===== config.mk =====
export PLATFORM = sky130hd
export DESIGN_NAME = uim_dev_flat
export DESIGN_NICKNAME = d
export VERILOG_FILES = /design/src/uim_pkg.sv /design/src/uim_link_if.sv /design/src/uim_tx.sv /design/src/uim_dev.sv /design/src/flat_wrapper.sv
export SDC_FILE = /design/constraint.sdc
export NUM_CORES = 1
export LEC_CHECK = 0
export ABC_CLOCK_PERIOD_IN_PS = 2650
export BUFFER_PORTS_ARGS = -buffer_cell sky130_fd_sc_hd__buf_2
export CAP_MARGIN = 20
export CORE_MARGIN = 1
export CORE_UTILIZATION = 30
export DETAILED_ROUTE_END_ITERATION = 10
export SKIP_LAST_GASP = 1
export SYNTH_ARGS = -nofsm -noshare
export SYNTH_HDL_FRONTEND = slang
export SYNTH_SLANG_ARGS = --single-unit

===== constraint.sdc =====
create_clock -name sys_clk -period 2.65 [get_ports sys_clk]
set_input_delay 0.265 -clock sys_clk [delete_from_list [all_inputs] [get_ports sys_clk]]
set_output_delay 0.265 -clock sys_clk [all_outputs]
set_load 0.01 [all_outputs]

===== src/uim_pkg.sv =====
package uim_pkg;
  // Serial character: start, nine data bits lsb first, one stop bit
  localparam int unsigned CLKS_PER_BIT   = 16;
  localparam int unsigned CHAR_BITS      = 9;
  localparam int unsigned ADDR_MARK_BIT  = 8;
  localparam int unsigned TX_RELOAD_BITS = 7;

  localparam logic [7:0] OFS_TXDATA  = 8'h00;
  localparam logic [7:0] OFS_RXDATA  = 8'h04;
  localparam logic [7:0] OFS_STAT0   = 8'h08;
  localparam logic [7:0] OFS_STAT1   = 8'h0c;
  localparam logic [7:0] OFS_CTRL    = 8'h10;
  localparam logic [7:0] OFS_ADDRCMP = 8'h14;

  localparam int unsigned ST0_RXAVAIL = 0;
  localparam int unsigned ST0_TXEMPTY = 1;
  localparam int unsigned ST0_OVERRUN = 2;
  localparam int unsigned ST0_FRAMING = 3;
  localparam int unsigned ST0_BREAK   = 4;
  localparam int unsigned ST0_TXIDLE  = 5;
  localparam int unsigned ST1_NEW_FRAME_FLAG  = 0;
  localparam int unsigned ST1_ADDRRX  = 1;

  localparam int unsigned CTL_MULTIPROC_ENABLE    = 0;
  localparam int unsigned CTL_MODE    = 1;
  localparam int unsigned CTL_RXDIE   = 3;
  localparam int unsigned CTL_RXEIE   = 4;
  localparam int unsigned CTL_TXIE    = 5;
  localparam int unsigned CTL_RXEN    = 6;
  localparam int unsigned CTL_WIDTH   = 7;

  localparam logic [6:0] CTRL_RESET    = 7'h00;
  localparam logic [7:0] ADDRCMP_RESET = 8'h00;

  localparam logic [1:0] MODE_ALL        = 2'h0;
  localparam logic [1:0] MODE_ADDR_ONLY  = 2'h1;
  localparam logic [1:0] MODE_MATCH      = 2'h2;
  localparam logic [1:0] MODE_MATCH_DATA = 2'h3;

  typedef enum logic [3:0] {
    UIM_S_IDLE  = 4'h1,
    UIM_S_START = 4'h2,
    UIM_S_DATA  = 4'h4,
    UIM_S_STOP  = 4'h8
  } uim_ser_e;
endpackage : uim_pkg


===== src/uim_link_if.sv =====
`timescale 1ns/1ps
interface uim_link_if;
  logic node_to_dev;
  logic dev_to_node;
  modport dev (input node_to_dev, output dev_to_node);
  modport node (input dev_to_node, output node_to_dev);
endinterface : uim_link_if


===== src/uim_tx.sv =====
`timescale 1ns/1ps
module uim_tx #(
  parameter int unsigned CLKS_PER_BIT = uim_pkg::CLKS_PER_BIT,
  parameter int unsigned CHAR_BITS    = uim_pkg::CHAR_BITS
) (
  input  wire logic                 sys_clk,
  input  wire logic                 rst_b,
  input  wire logic                 load,
  input  wire logic [CHAR_BITS-1:0] data,
  output logic                      busy,
  output logic                      first_bit_done,
  output logic                      ser_out
);
  localparam int unsigned CW = $clog2(CLKS_PER_BIT);
  localparam int unsigned BW = $clog2(CHAR_BITS + 1);

  uim_pkg::uim_ser_e    state_reg;
  logic [CW-1:0]        clk_cnt_reg;
  logic [BW-1:0]        bit_cnt_reg;
  logic [CHAR_BITS-1:0] shift_reg;
  logic                 bit_end;

  assign bit_end = (clk_cnt_reg == CW'(CLKS_PER_BIT - 1));
  assign busy    = (state_reg != uim_pkg::UIM_S_IDLE);

  always_ff @(posedge sys_clk) begin
    if (!rst_b || state_reg == uim_pkg::UIM_S_IDLE || bit_end) begin
      clk_cnt_reg <= '0;
    end else begin
      clk_cnt_reg <= clk_cnt_reg + CW'(1);
    end
  end

  // Pulse once the start bit has fully left the shifter
  always_ff @(posedge sys_clk) begin
    if (!rst_b) begin
      first_bit_done <= 1'b0;
    end else begin
      first_bit_done <= (state_reg == uim_pkg::UIM_S_START) && bit_end;
    end
  end

  always_ff @(posedge sys_clk) begin
    if (!rst_b) begin
      state_reg   <= uim_pkg::UIM_S_IDLE;
      shift_reg   <= '0;
      bit_cnt_reg <= '0;
      ser_out     <= 1'b1;
    end else begin
      unique case (state_reg)
        uim_pkg::UIM_S_IDLE: if (load) begin
          state_reg <= uim_pkg::UIM_S_START;
          shift_reg <= data;
          ser_out   <= 1'b0;
        end
        uim_pkg::UIM_S_START: if (bit_end) begin
          state_reg   <= uim_pkg::UIM_S_DATA;
          ser_out     <= shift_reg[0];
          shift_reg   <= shift_reg >> 1;
          bit_cnt_reg <= '0;
        end
        uim_pkg::UIM_S_DATA: if (bit_end) begin
          if (bit_cnt_reg == BW'(CHAR_BITS - 1)) begin
            state_reg <= uim_pkg::UIM_S_STOP;
            ser_out   <= 1'b1;
          end else begin
            ser_out     <= shift_reg[0];
            shift_reg   <= shift_reg >> 1;
            bit_cnt_reg <= bit_cnt_reg + BW'(1);
          end
        end
        uim_pkg::UIM_S_STOP: if (bit_end) begin
          state_reg <= uim_pkg::UIM_S_IDLE;
        end
      endcase
    end
  end
endmodule : uim_tx


===== src/uim_dev.sv =====
// The APB register port and the register offsets were decided locally.
`timescale 1ns/1ps
module uim_dev #(
  parameter int unsigned CLKS_PER_BIT = uim_pkg::CLKS_PER_BIT
) (
  input  wire logic        sys_clk,
  input  wire logic        rst_b,
  uim_link_if.dev          link,
  input  wire logic [7:0]  paddr,
  input  wire logic        psel,
  input  wire logic        penable,
  input  wire logic        pwrite,
  input  wire logic [31:0] pwdata,
  output logic [31:0]      prdata,
  output logic             pready,
  output logic             pslverr,
  output logic             rx_irq,
  output logic             tx_irq
);
  localparam int unsigned CW = $clog2(CLKS_PER_BIT);

  logic [uim_pkg::CTL_WIDTH-1:0] ctrl_reg;
  logic [7:0]        addrcmp_reg;
  logic [8:0]        tx_hold_reg;
  logic              tx_hold_full_reg;
  logic              tx_holding_empty_reg;
  logic              tx_busy;
  logic              tx_first_bit;
  logic              tx_load;
  logic [8:0]        rx_data_reg;
  logic              rx_byte_available_reg;
  logic              overrun_reg;
  logic              framing_reg;
  logic              line_break_detected_reg;
  logic              ovr_pend_reg;
  logic              brk_pend_reg;
  logic              new_frame_flag_reg;
  logic              addr_byte_received_reg;
  logic              in_frame_reg;
  logic              first_pend_reg;
  uim_pkg::uim_ser_e rx_state_reg;
  logic [CW-1:0]     rx_cnt_reg;
  logic [3:0]        rx_bits_reg;
  logic [8:0]        rx_shift_reg;
  logic              rx_meta_reg;
  logic              rx_sync_reg;
  logic              rx_prev_reg;
  logic              rx_bit_end;
  logic              rx_half;
  logic              char_done;
  logic              acc;
  logic              wr_tx;
  logic              rd_rx;
  logic              multiproc_enable;
  logic [1:0]        addr_match_mode;
  logic              is_addr;
  logic              addr_hit;
  logic              brk_char;
  logic              accept;
  logic              store;
  logic              nf;
  logic              in_frame_next;
  logic              first_pend_next;
  logic [31:0]       rd_val;
  logic              hit;

  assign multiproc_enable = ctrl_reg[uim_pkg::CTL_MULTIPROC_ENABLE];
  assign addr_match_mode  = ctrl_reg[uim_pkg::CTL_MODE +: 2];

  // Register access completes on the second access-phase edge
  assign acc   = psel && penable && pready;
  assign wr_tx = acc && pwrite && paddr == uim_pkg::OFS_TXDATA;
  assign rd_rx = acc && !pwrite && paddr == uim_pkg::OFS_RXDATA;

  always_comb begin
    rd_val = 32'h0;
    hit    = 1'b1;
    unique case (paddr)
      uim_pkg::OFS_TXDATA:  rd_val = {23'h0, tx_hold_reg};
      uim_pkg::OFS_RXDATA:  rd_val = {23'h0, rx_data_reg};
      uim_pkg::OFS_STAT0:   rd_val = {26'h0, !tx_busy && !tx_hold_full_reg, line_break_detected_reg,
                                      framing_reg, overrun_reg, tx_holding_empty_reg, rx_byte_available_reg};
      uim_pkg::OFS_STAT1:   rd_val = {30'h0, addr_byte_received_reg, new_frame_flag_reg};
      uim_pkg::OFS_CTRL:    rd_val = {25'h0, ctrl_reg};
      uim_pkg::OFS_ADDRCMP: rd_val = {24'h0, addrcmp_reg};
      default:              hit    = 1'b0;
    endcase
  end

  always_ff @(posedge sys_clk) begin
    if (!rst_b) begin
      pready  <= 1'b0;
      prdata  <= 32'h0;
      pslverr <= 1'b0;
    end else begin
      pready  <= psel && penable && !pready;
      prdata  <= (psel && penable && !pready && !pwrite) ? rd_val : 32'h0;
      pslverr <= psel && penable && !pready && !hit;
    end
  end

  // Software owns enabling the mode and picking the scheme
  always_ff @(posedge sys_clk) begin
    if (!rst_b) begin
      ctrl_reg    <= uim_pkg::CTRL_RESET;
      addrcmp_reg <= uim_pkg::ADDRCMP_RESET;
    end else if (acc && pwrite) begin
      if (paddr == uim_pkg::OFS_CTRL) begin
        ctrl_reg <= pwdata[uim_pkg::CTL_WIDTH-1:0];
      end
      if (paddr == uim_pkg::OFS_ADDRCMP) begin
        addrcmp_reg <= pwdata[7:0];
      end
    end
  end

  // Transmit path: holding register feeds the shifter
  assign tx_load = tx_hold_full_reg && !tx_busy;

  uim_tx #(.CLKS_PER_BIT(CLKS_PER_BIT), .CHAR_BITS(uim_pkg::CHAR_BITS)) u_tx (
    .sys_clk        (sys_clk),
    .rst_b          (rst_b),
    .load           (tx_load),
    .data           (tx_hold_reg),
    .busy           (tx_busy),
    .first_bit_done (tx_first_bit),
    .ser_out        (link.dev_to_node)
  );

  always_ff @(posedge sys_clk) begin
    if (!rst_b) begin
      tx_hold_reg      <= '0;
      tx_hold_full_reg <= 1'b0;
    end else if (wr_tx) begin
      tx_hold_reg      <= pwdata[8:0];
      tx_hold_full_reg <= 1'b1;
    end else if (tx_load) begin
      tx_hold_full_reg <= 1'b0;
    end
  end

  // Hardware set wins over a same-cycle write; reload window is the nine data bits and the stop bit
  always_ff @(posedge sys_clk) begin
    if (!rst_b) begin
      tx_holding_empty_reg <= 1'b1;
    end else if (tx_first_bit) begin
      tx_holding_empty_reg <= 1'b1;
    end else if (wr_tx) begin
      tx_holding_empty_reg <= 1'b0;
    end
  end

  // Receive line passes two flops before any logic looks at it
  always_ff @(posedge sys_clk) begin
    if (!rst_b) begin
      rx_meta_reg <= 1'b1;
      rx_sync_reg <= 1'b1;
      rx_prev_reg <= 1'b1;
    end else begin
      rx_meta_reg <= link.node_to_dev;
      rx_sync_reg <= rx_meta_reg;
      rx_prev_reg <= rx_sync_reg;
    end
  end

  assign rx_bit_end = (rx_cnt_reg == CW'(CLKS_PER_BIT - 1));
  assign rx_half    = (rx_cnt_reg == CW'(CLKS_PER_BIT / 2 - 1));
  assign char_done  = (rx_state_reg == uim_pkg::UIM_S_STOP) && rx_bit_end;

  always_ff @(posedge sys_clk) begin
    if (!rst_b || rx_state_reg == uim_pkg::UIM_S_IDLE || rx_bit_end ||
        (rx_state_reg == uim_pkg::UIM_S_START && rx_half)) begin
      rx_cnt_reg <= '0;
    end else begin
      rx_cnt_reg <= rx_cnt_reg + CW'(1);
    end
  end

  always_ff @(posedge sys_clk) begin
    if (!rst_b) begin
      rx_state_reg <= uim_pkg::UIM_S_IDLE;
      rx_bits_reg  <= '0;
      rx_shift_reg <= '0;
    end else begin
      unique case (rx_state_reg)
        uim_pkg::UIM_S_IDLE: if (ctrl_reg[uim_pkg::CTL_RXEN] && rx_prev_reg && !rx_sync_reg) begin
          rx_state_reg <= uim_pkg::UIM_S_START;
        end
        uim_pkg::UIM_S_START: if (rx_half) begin
          rx_state_reg <= rx_sync_reg ? uim_pkg::UIM_S_IDLE : uim_pkg::UIM_S_DATA;
          rx_bits_reg  <= '0;
        end
        uim_pkg::UIM_S_DATA: if (rx_bit_end) begin
          rx_shift_reg <= {rx_sync_reg, rx_shift_reg[8:1]};
          rx_bits_reg  <= rx_bits_reg + 4'h1;
          if (rx_bits_reg == 4'(uim_pkg::CHAR_BITS - 1)) begin
            rx_state_reg <= uim_pkg::UIM_S_STOP;
          end
        end
        uim_pkg::UIM_S_STOP: if (rx_bit_end) begin
          rx_state_reg <= uim_pkg::UIM_S_IDLE;
        end
      endcase
    end
  end

  // Address filter; ninth bit is data when the mode is off
  assign is_addr  = multiproc_enable && rx_shift_reg[uim_pkg::ADDR_MARK_BIT];
  assign addr_hit = (rx_shift_reg[7:0] == addrcmp_reg);
  assign brk_char = !rx_sync_reg && rx_shift_reg == 9'h000;

  always_comb begin
    accept          = 1'b1;
    nf              = 1'b0;
    in_frame_next   = in_frame_reg;
    first_pend_next = first_pend_reg;
    if (multiproc_enable) begin
      unique case (addr_match_mode)
        uim_pkg::MODE_ALL:       accept = 1'b1;
        uim_pkg::MODE_ADDR_ONLY: accept = is_addr;
        uim_pkg::MODE_MATCH, uim_pkg::MODE_MATCH_DATA: begin
          if (is_addr) begin
            in_frame_next   = addr_hit;
            first_pend_next = addr_hit;
            accept          = addr_hit && addr_match_mode == uim_pkg::MODE_MATCH;
          end else begin
            accept = in_frame_reg;
            nf     = in_frame_reg && first_pend_reg;
            if (in_frame_reg) begin
              first_pend_next = 1'b0;
            end
          end
        end
      endcase
    end
  end

  // Errors always reach software, even from filtered characters
  assign store = char_done && (accept || !rx_sync_reg);

  always_ff @(posedge sys_clk) begin
    if (!rst_b) begin
      in_frame_reg   <= 1'b0;
      first_pend_reg <= 1'b0;
    end else if (char_done) begin
      in_frame_reg   <= in_frame_next;
      first_pend_reg <= first_pend_next;
    end
  end

  // A new character sets over a same-cycle read clear
  always_ff @(posedge sys_clk) begin
    if (!rst_b) begin
      rx_data_reg             <= '0;
      rx_byte_available_reg   <= 1'b0;
      overrun_reg             <= 1'b0;
      framing_reg             <= 1'b0;
      line_break_detected_reg <= 1'b0;
      ovr_pend_reg            <= 1'b0;
      brk_pend_reg            <= 1'b0;
      new_frame_flag_reg      <= 1'b0;
      addr_byte_received_reg  <= 1'b0;
    end else begin
      if (rd_rx) begin
        if (ovr_pend_reg) begin
          overrun_reg             <= 1'b1;
          line_break_detected_reg <= brk_pend_reg;
          ovr_pend_reg            <= 1'b0;
        end else begin
          rx_byte_available_reg   <= 1'b0;
          overrun_reg             <= 1'b0;
          framing_reg             <= 1'b0;
          line_break_detected_reg <= 1'b0;
        end
      end
      if (store) begin
        if (rx_byte_available_reg && !(rd_rx && !ovr_pend_reg)) begin
          ovr_pend_reg <= 1'b1;
          brk_pend_reg <= brk_char;
        end else begin
          rx_data_reg             <= rx_shift_reg;
          rx_byte_available_reg   <= 1'b1;
          framing_reg             <= !rx_sync_reg;
          line_break_detected_reg <= brk_char;
          addr_byte_received_reg  <= is_addr;
          new_frame_flag_reg      <= nf;
        end
      end
    end
  end

  // Levels, held until software clears the cause
  always_ff @(posedge sys_clk) begin
    if (!rst_b) begin
      rx_irq <= 1'b0;
      tx_irq <= 1'b0;
    end else begin
      rx_irq <= (rx_byte_available_reg && ctrl_reg[uim_pkg::CTL_RXDIE]) ||
                ((overrun_reg || framing_reg || line_break_detected_reg) &&
                 ctrl_reg[uim_pkg::CTL_RXEIE]);
      tx_irq <= tx_holding_empty_reg && ctrl_reg[uim_pkg::CTL_TXIE];
    end
  end
endmodule : uim_dev


===== src/flat_wrapper.sv =====
// flat-port wrapper written by rule: the top's interface ports become plain ports
module uim_dev_flat 
#(
  parameter int unsigned CLKS_PER_BIT = uim_pkg::CLKS_PER_BIT
)
  (sys_clk, rst_b, paddr, psel, penable, pwrite, pwdata, prdata, pready, pslverr, rx_irq, tx_irq, link_node_to_dev, link_dev_to_node);
  uim_link_if link_i ();
  input  wire logic sys_clk;
  input  wire logic rst_b;
  input  wire logic [7:0] paddr;
  input  wire logic psel;
  input  wire logic penable;
  input  wire logic pwrite;
  input  wire logic [31:0] pwdata;
  output logic [31:0] prdata;
  output logic pready;
  output logic pslverr;
  output logic rx_irq;
  output logic tx_irq;
  input wire logic [$bits(link_i.node_to_dev)-1:0] link_node_to_dev;
  output wire logic [$bits(link_i.dev_to_node)-1:0] link_dev_to_node;
  assign link_i.node_to_dev = link_node_to_dev;
  assign link_dev_to_node = link_i.dev_to_node;
  uim_dev #(.CLKS_PER_BIT(CLKS_PER_BIT)) u_core (.sys_clk(sys_clk), .rst_b(rst_b), .link(link_i), .paddr(paddr), .psel(psel), .penable(penable), .pwrite(pwrite), .pwdata(pwdata), .prdata(prdata), .pready(pready), .pslverr(pslverr), .rx_irq(rx_irq), .tx_irq(tx_irq));
endmodule

Yosys cells after proc, flatten, opt, wreduce, memory -nomap -nowiden
Index checks and enable logic that the tools add are counted.

Bits in read-only memories: 0. Logic and storage cells: 200. Bits of input ports: 46. RAM bits: 0. Memories kept: 0. Output and inout bits: 37. Latch bits: 0. Bits in registers: 128.

Magnitude comparators: 0. Bitwise operators: 2. Eq/ne operators: 34. Shifts and indexed selects: 0. Add/sub/neg operators: 4. Div/mod/pow operators: 0. Reduce and logical (&&, ||, !) cells: 69. Muxes and demuxes: 57. Multiply operators: 0.

Operators with widths (count): 4-bit 2-to-1 mux (15); 9-bit case mux with 6 select lines (1); 9-bit 2-to-1 mux (4); 4-bit case mux with 4 select lines (2); 1-bit 2-to-1 mux (29); 9-bit case mux with 3 select lines (1); 1-bit logical AND (26); 4-bit == test (second input constant) (6); 4-bit by 1-bit adder with 4-bit output (second input constant) (4); 8-bit by 4-bit == test with 1-bit output (second input constant) (2); 8-bit by 5-bit == test with 1-bit output (second input constant) (2); 4-bit case mux with 2 select lines (2); 4-bit AND reduction (4); 5-bit AND reduction (3); 4-bit by 3-bit == test with 1-bit output (second input constant) (3); 2-bit inequality test (second input constant) (6); 2-bit AND reduction (6); 2-bit by 1-bit inequality test with 1-bit output (second input constant) (5); 1-bit logical NOT (9); 9-bit logical NOT (1); 1-bit logical OR (9); 4-bit by 1-bit == test with 1-bit output (second input constant) (2); 4-bit by 2-bit == test with 1-bit output (second input constant) (2); 8-bit by 3-bit == test with 1-bit output (second input constant) (1); other kinds (14) (21).

Longest topological paths before layout
Word-level depth: 9. Mapped depth: 8. Depth with buffers taken out: 7.

By module
Synthesis repeated with hierarchy kept, for this count alone.

Cells, all modules: 555. Area total of the unflattened synthesis: 5049.8 µm².

By module, submodules not included: uim_dev (sequential area each 1641.6 µm², area each 3844.9 µm², cells each 421, times used 1); uim_tx (sequential area each 460.4 µm², area each 1204.9 µm², cells each 134, times used 1).

Least setup slack after synthesis
OpenSTA, ideal clock, no wires.

Kind: reg-to-reg. Start point: reg u_core.rx_cnt_reg[0]. End point: reg u_core.new_frame_flag_reg. Path buffers: 2. Setup time: 0.072 ns. Cell stages (with the launch flop): 9. Required time: 2.578 ns. Slack: 0.568 ns. Clock period less this slack: 2.082 ns. Arrival time: 2.010 ns. Path through: dfxtp_1 > ha_1 > and3_1 > nand2_2 > or4b_1 > buf_2 > a21oi_4 > buf_6 > mux2i_1.

Word-level cells in the longest chain between the ends: 4.

RTL lines: from (decl) (RTL line uim_dev.sv:42) `logic [CW-1:0] rx_cnt_reg;`; from (signal assigned) (RTL line uim_dev.sv:175) `rx_cnt_reg <= rx_cnt_reg + CW'(1);`; 4-bit == test (RTL line uim_dev.sv:166) `assign rx_bit_end = (rx_cnt_reg == CW'(CLKS_PER_BIT - 1));`; 1-bit logical AND (RTL line uim_dev.sv:168) `assign char_done = (rx_state_reg == uim_pkg::UIM_S_STOP) && rx_bit_end;`; 1-bit logical AND (RTL line uim_dev.sv:239) `assign store = char_done && (accept || !rx_sync_reg);`; 2-bit AND reduction (no line); to (signal assigned) (RTL line uim_dev.sv:286) `new_frame_flag_reg <= nf;`; to (decl) (RTL line uim_dev.sv:37) `logic new_frame_flag_reg;`.

No other way between the ends. A chain may end at the register's enable or synchronous reset.

Worst setup path after layout
Start point: reg u_core.rx_cnt_reg[0]. End point: reg u_core.rx_data_reg[1].

Word-level cells in the longest chain between the ends: 4.

RTL lines: 4-bit == test (RTL line uim_dev.sv:166); 1-bit logical AND (RTL line uim_dev.sv:168); 1-bit logical AND (RTL line uim_dev.sv:239); 2-bit AND reduction (no line); to (signal assigned) (RTL line uim_dev.sv:281) `rx_data_reg <= rx_shift_reg;`; to (decl) (RTL line uim_dev.sv:30) `logic [8:0] rx_data_reg;`.

No other way between the ends.

==> results.cfg <==
[route]
drc = 0
vias = 3889
dr.pass1.iters = 7
first_iter_violations = 332
vias_per_cell = 4.935
wl_per_cell_um = 14.62
wirelength_mm = 11.52
final_antenna_net_count = 0

[timing]
rsz0062_at_grt = false
period_share_pct = 87.18
fin_setup_tns_ns = 0
relSlewSlack_pct = 54.70
fin_ws_ns = 0.3396
fin_crit_ns = 2.310
fin_worst_skew_ns = 0.005900
final-max-slew-violation-count = 0
max_freq_mhz = 432.8
setup_viol = 0
worstMarginPinSlew_ns = 0.6770
finalHoldViolations = 0

[critical_path]
arrival_ns = 2.59
crit_fanout = 11
r2r_start = u_core.rx_cnt_reg[0]
cp.required_ns = 2.93
endpoint_kind = register
crit_type = register to register
critPathLaunch = u_core.rx_cnt_reg[0]
startpoint_type = register
ff2ff_setup_slack_ns = 0.34

[finish]
drive_above_1_share_pct = 14.34
fin_cells = 788
final_cell_area_sq_mm = 0.005515
fin_util_pct = 34.72
nNetsFinal = 619
antenna-diode-count = 0
syn2layout_area_growth_pct = 12.59

[place]
post-place-ws_ns = 0.3280
gp_congestion = 0.8505
portBuffers = 36
dp_cells = 772
post-dp-hpwl_mm = 8.260
place_area_sq_mm = 0.005241

[synthesis]
synthCells = 535
yosysUniqueCellTypes = 64
synth.cell_area_sq_mm = 0.004898
synth_enable_flop_cells = 0
synth_compound_area_share_pct = 12.31
yosysSeqAreaShare_pct = 42.91
syn_area_per_cell_sq_um = 9.156
yosys.area_share.adder_pct = 1.533
yosys.area_share.xor_xnor_pct = 3.218
synth.area.mux_share_pct = 11.37
ys.warnings.count = 0
synth_ff_type = dfxtp_1
ys_ff_latch = 105
yosys.area_share.simple_pct = 21.89
synthArstFlopShare_pct = 0
synth_top_family_by_area = simple AND/OR/NAND/NOR gates

[power]
leakagePower_nw = 2.037
ir_drop_v = 0.0003384
powerDensity_mw_per_mm2 = 546.3

[cts]
insertion_delay_ns = 0.35
cts.hold.buffers_added = 0
root_buffer = clkbuf_16
cts.path.max_buffers = 2
clock-sinks = 105
post_cts_resize_count = 0
cts_made_buffers = 9
cts_tree = done
clk_pin_slew_worst_paths_ns = 0.07
h-tree-depth = 3
postCtsSetupBuffers = 0

[floorplan]
core_area_sq_mm = 0.01589
die_area_sq_mm = 0.01684
initial_core_util_pct = 30.84
die_h_um = 129.8
die_x_um = 129.8
row_count = 46
pin_count = 83

[grt]
grt_pass1_vias = 3619
use_met1_pct = 17.35
grt.total_usage_pct = 14.15
grt_pass1_wl_mm = 18.39
globalRouteMet2Util_pct = 23.81
overflow = 0
grtUsageMet3_pct = 3.649
top_usage_layer = met2
grt_start_max_net_pins = 61
antenna_found_initial = 0

[hold_path]
hold_class = input pin to register
min_from = link_node_to_dev

[run_status]
status = finished clean

[flow_run]
cap_violations = 0
==> cells by family after synthesis <==
kind of cell             after synthesis
AO/OA/AOI/OAI                         90
XOR/XNOR                              18
adder cells (fa/ha/maj)                6
buffers and inverters                 58
flip-flops                           105
multiplexers                          53
other                                  1
AND/OR/NAND/NOR                      204
==> final timing paths <==
check,end,cells past startpoint
min,u_core.rx_meta_reg,2
max reg2reg,u_core.rx_data_reg[1],7
max,u_core.rx_data_reg[1],7
min reg2reg,u_core.rx_sync_reg,1
==> critical path, cell delays in order (launching register included) <==
cell and delay (ns):
dfxtp_1 0.35, ha_1 0.25, and3_1 0.25, nand2_2 0.11, or4b_1 0.70, a21oi_4 0.23, buf_12 0.17, mux2i_1 0.18
==> layout make-up <==
class	count	area, sq um
Fill cell	1649	10370
Multi-Input combinational cell	394	2551
Sequential cell	105	2102
Timing Repair Buffer	45	272.8
Tap cell	216	270.3
Clock buffer	12	246.5
Inverter	12	45.04
Clock inverter	4	27.53
==> placed cells by master, fill, tap and decap left out, types with 3 or more instances in the layout <==
| cell type | netlist | layout |
|---|---|---|
| conb_1 | 1 | 23 |
| and3_1 | 6 | 6 |
| dfxtp_1 | 105 | 105 |
| buf_2 | 4 | 36 |
| nand3b_1 | 5 | 5 |
| a211oi_1 | 10 | 10 |
| nor3b_1 | 3 | 3 |
| a31oi_1 | 3 | 3 |
| xnor2_1 | 11 | 11 |
| nor3_1 | 5 | 5 |
| or3_1 | 5 | 5 |
| a21oi_1 | 30 | 30 |
| nand2b_1 | 6 | 6 |
| a222oi_1 | 3 | 3 |
| o31ai_1 | 3 | 3 |
| nor4b_1 | 4 | 4 |
| nor4b_4 | 3 | 3 |
| nand2_1 | 60 | 60 |
| a22oi_1 | 11 | 11 |
| buf_4 | 26 | 7 |
| or2_2 | 3 | 3 |
| nor2_1 | 64 | 64 |
| inv_1 | 11 | 11 |
| o21ai_0 | 12 | 12 |
| mux2i_1 | 50 | 50 |
| xor2_1 | 7 | 7 |
| nand4_1 | 5 | 5 |
| nand3_1 | 14 | 14 |
| clkbuf_16 | 0 | 9 |
| ha_1 | 6 | 6 |
==> per-stage QoR <==
stage | power [mW] | hold WS [ns]
final | 3.013 | 0.1005
after global routing | 3.141 | 0.1046
after CTS | 3.054 | 0.08662
after detailed placement | 1.800 | 0.3977
after global placement | 1.794 | 0.3907
after floorplan | 1.768 | 0.3665
==> cell usage after synthesis, drive strengths merged (7+ instances only) <==
master,instances,area (sq um)
a211oi,10,75.07
a21oi,32,182.7
a22oi,11,82.58
buf,32,230.2
clkbuf,14,52.55
dfxtp,105,2102
inv,11,41.29
mux2i,50,500.5
nand2,61,231.5
nand3,14,70.07
nor2,64,240.2
nor4b,8,121.4
o21ai,12,60.06
xnor2,11,96.34
xor2,7,61.31
==> layer usage <==
metal,routed length [um],up-vias
li1,-,1907
met1,5227,1869
met2,5540,97
met3,552,16
met4,199,0
met5,0,-
==> power breakdown <==
part | switching [mW] | total (mW) | internal, mW | leakage, nW
clock network | 0.585 | 1.25 | 0.666 | 0.137
logic | 0.102 | 0.154 | 0.0525 | 1.05
registers | 0.0173 | 1.61 | 1.59 | 0.847
total | 0.704 | 3.01 | 2.31 | 2.04
No activity file was read; power rests on OpenSTA's default activity.
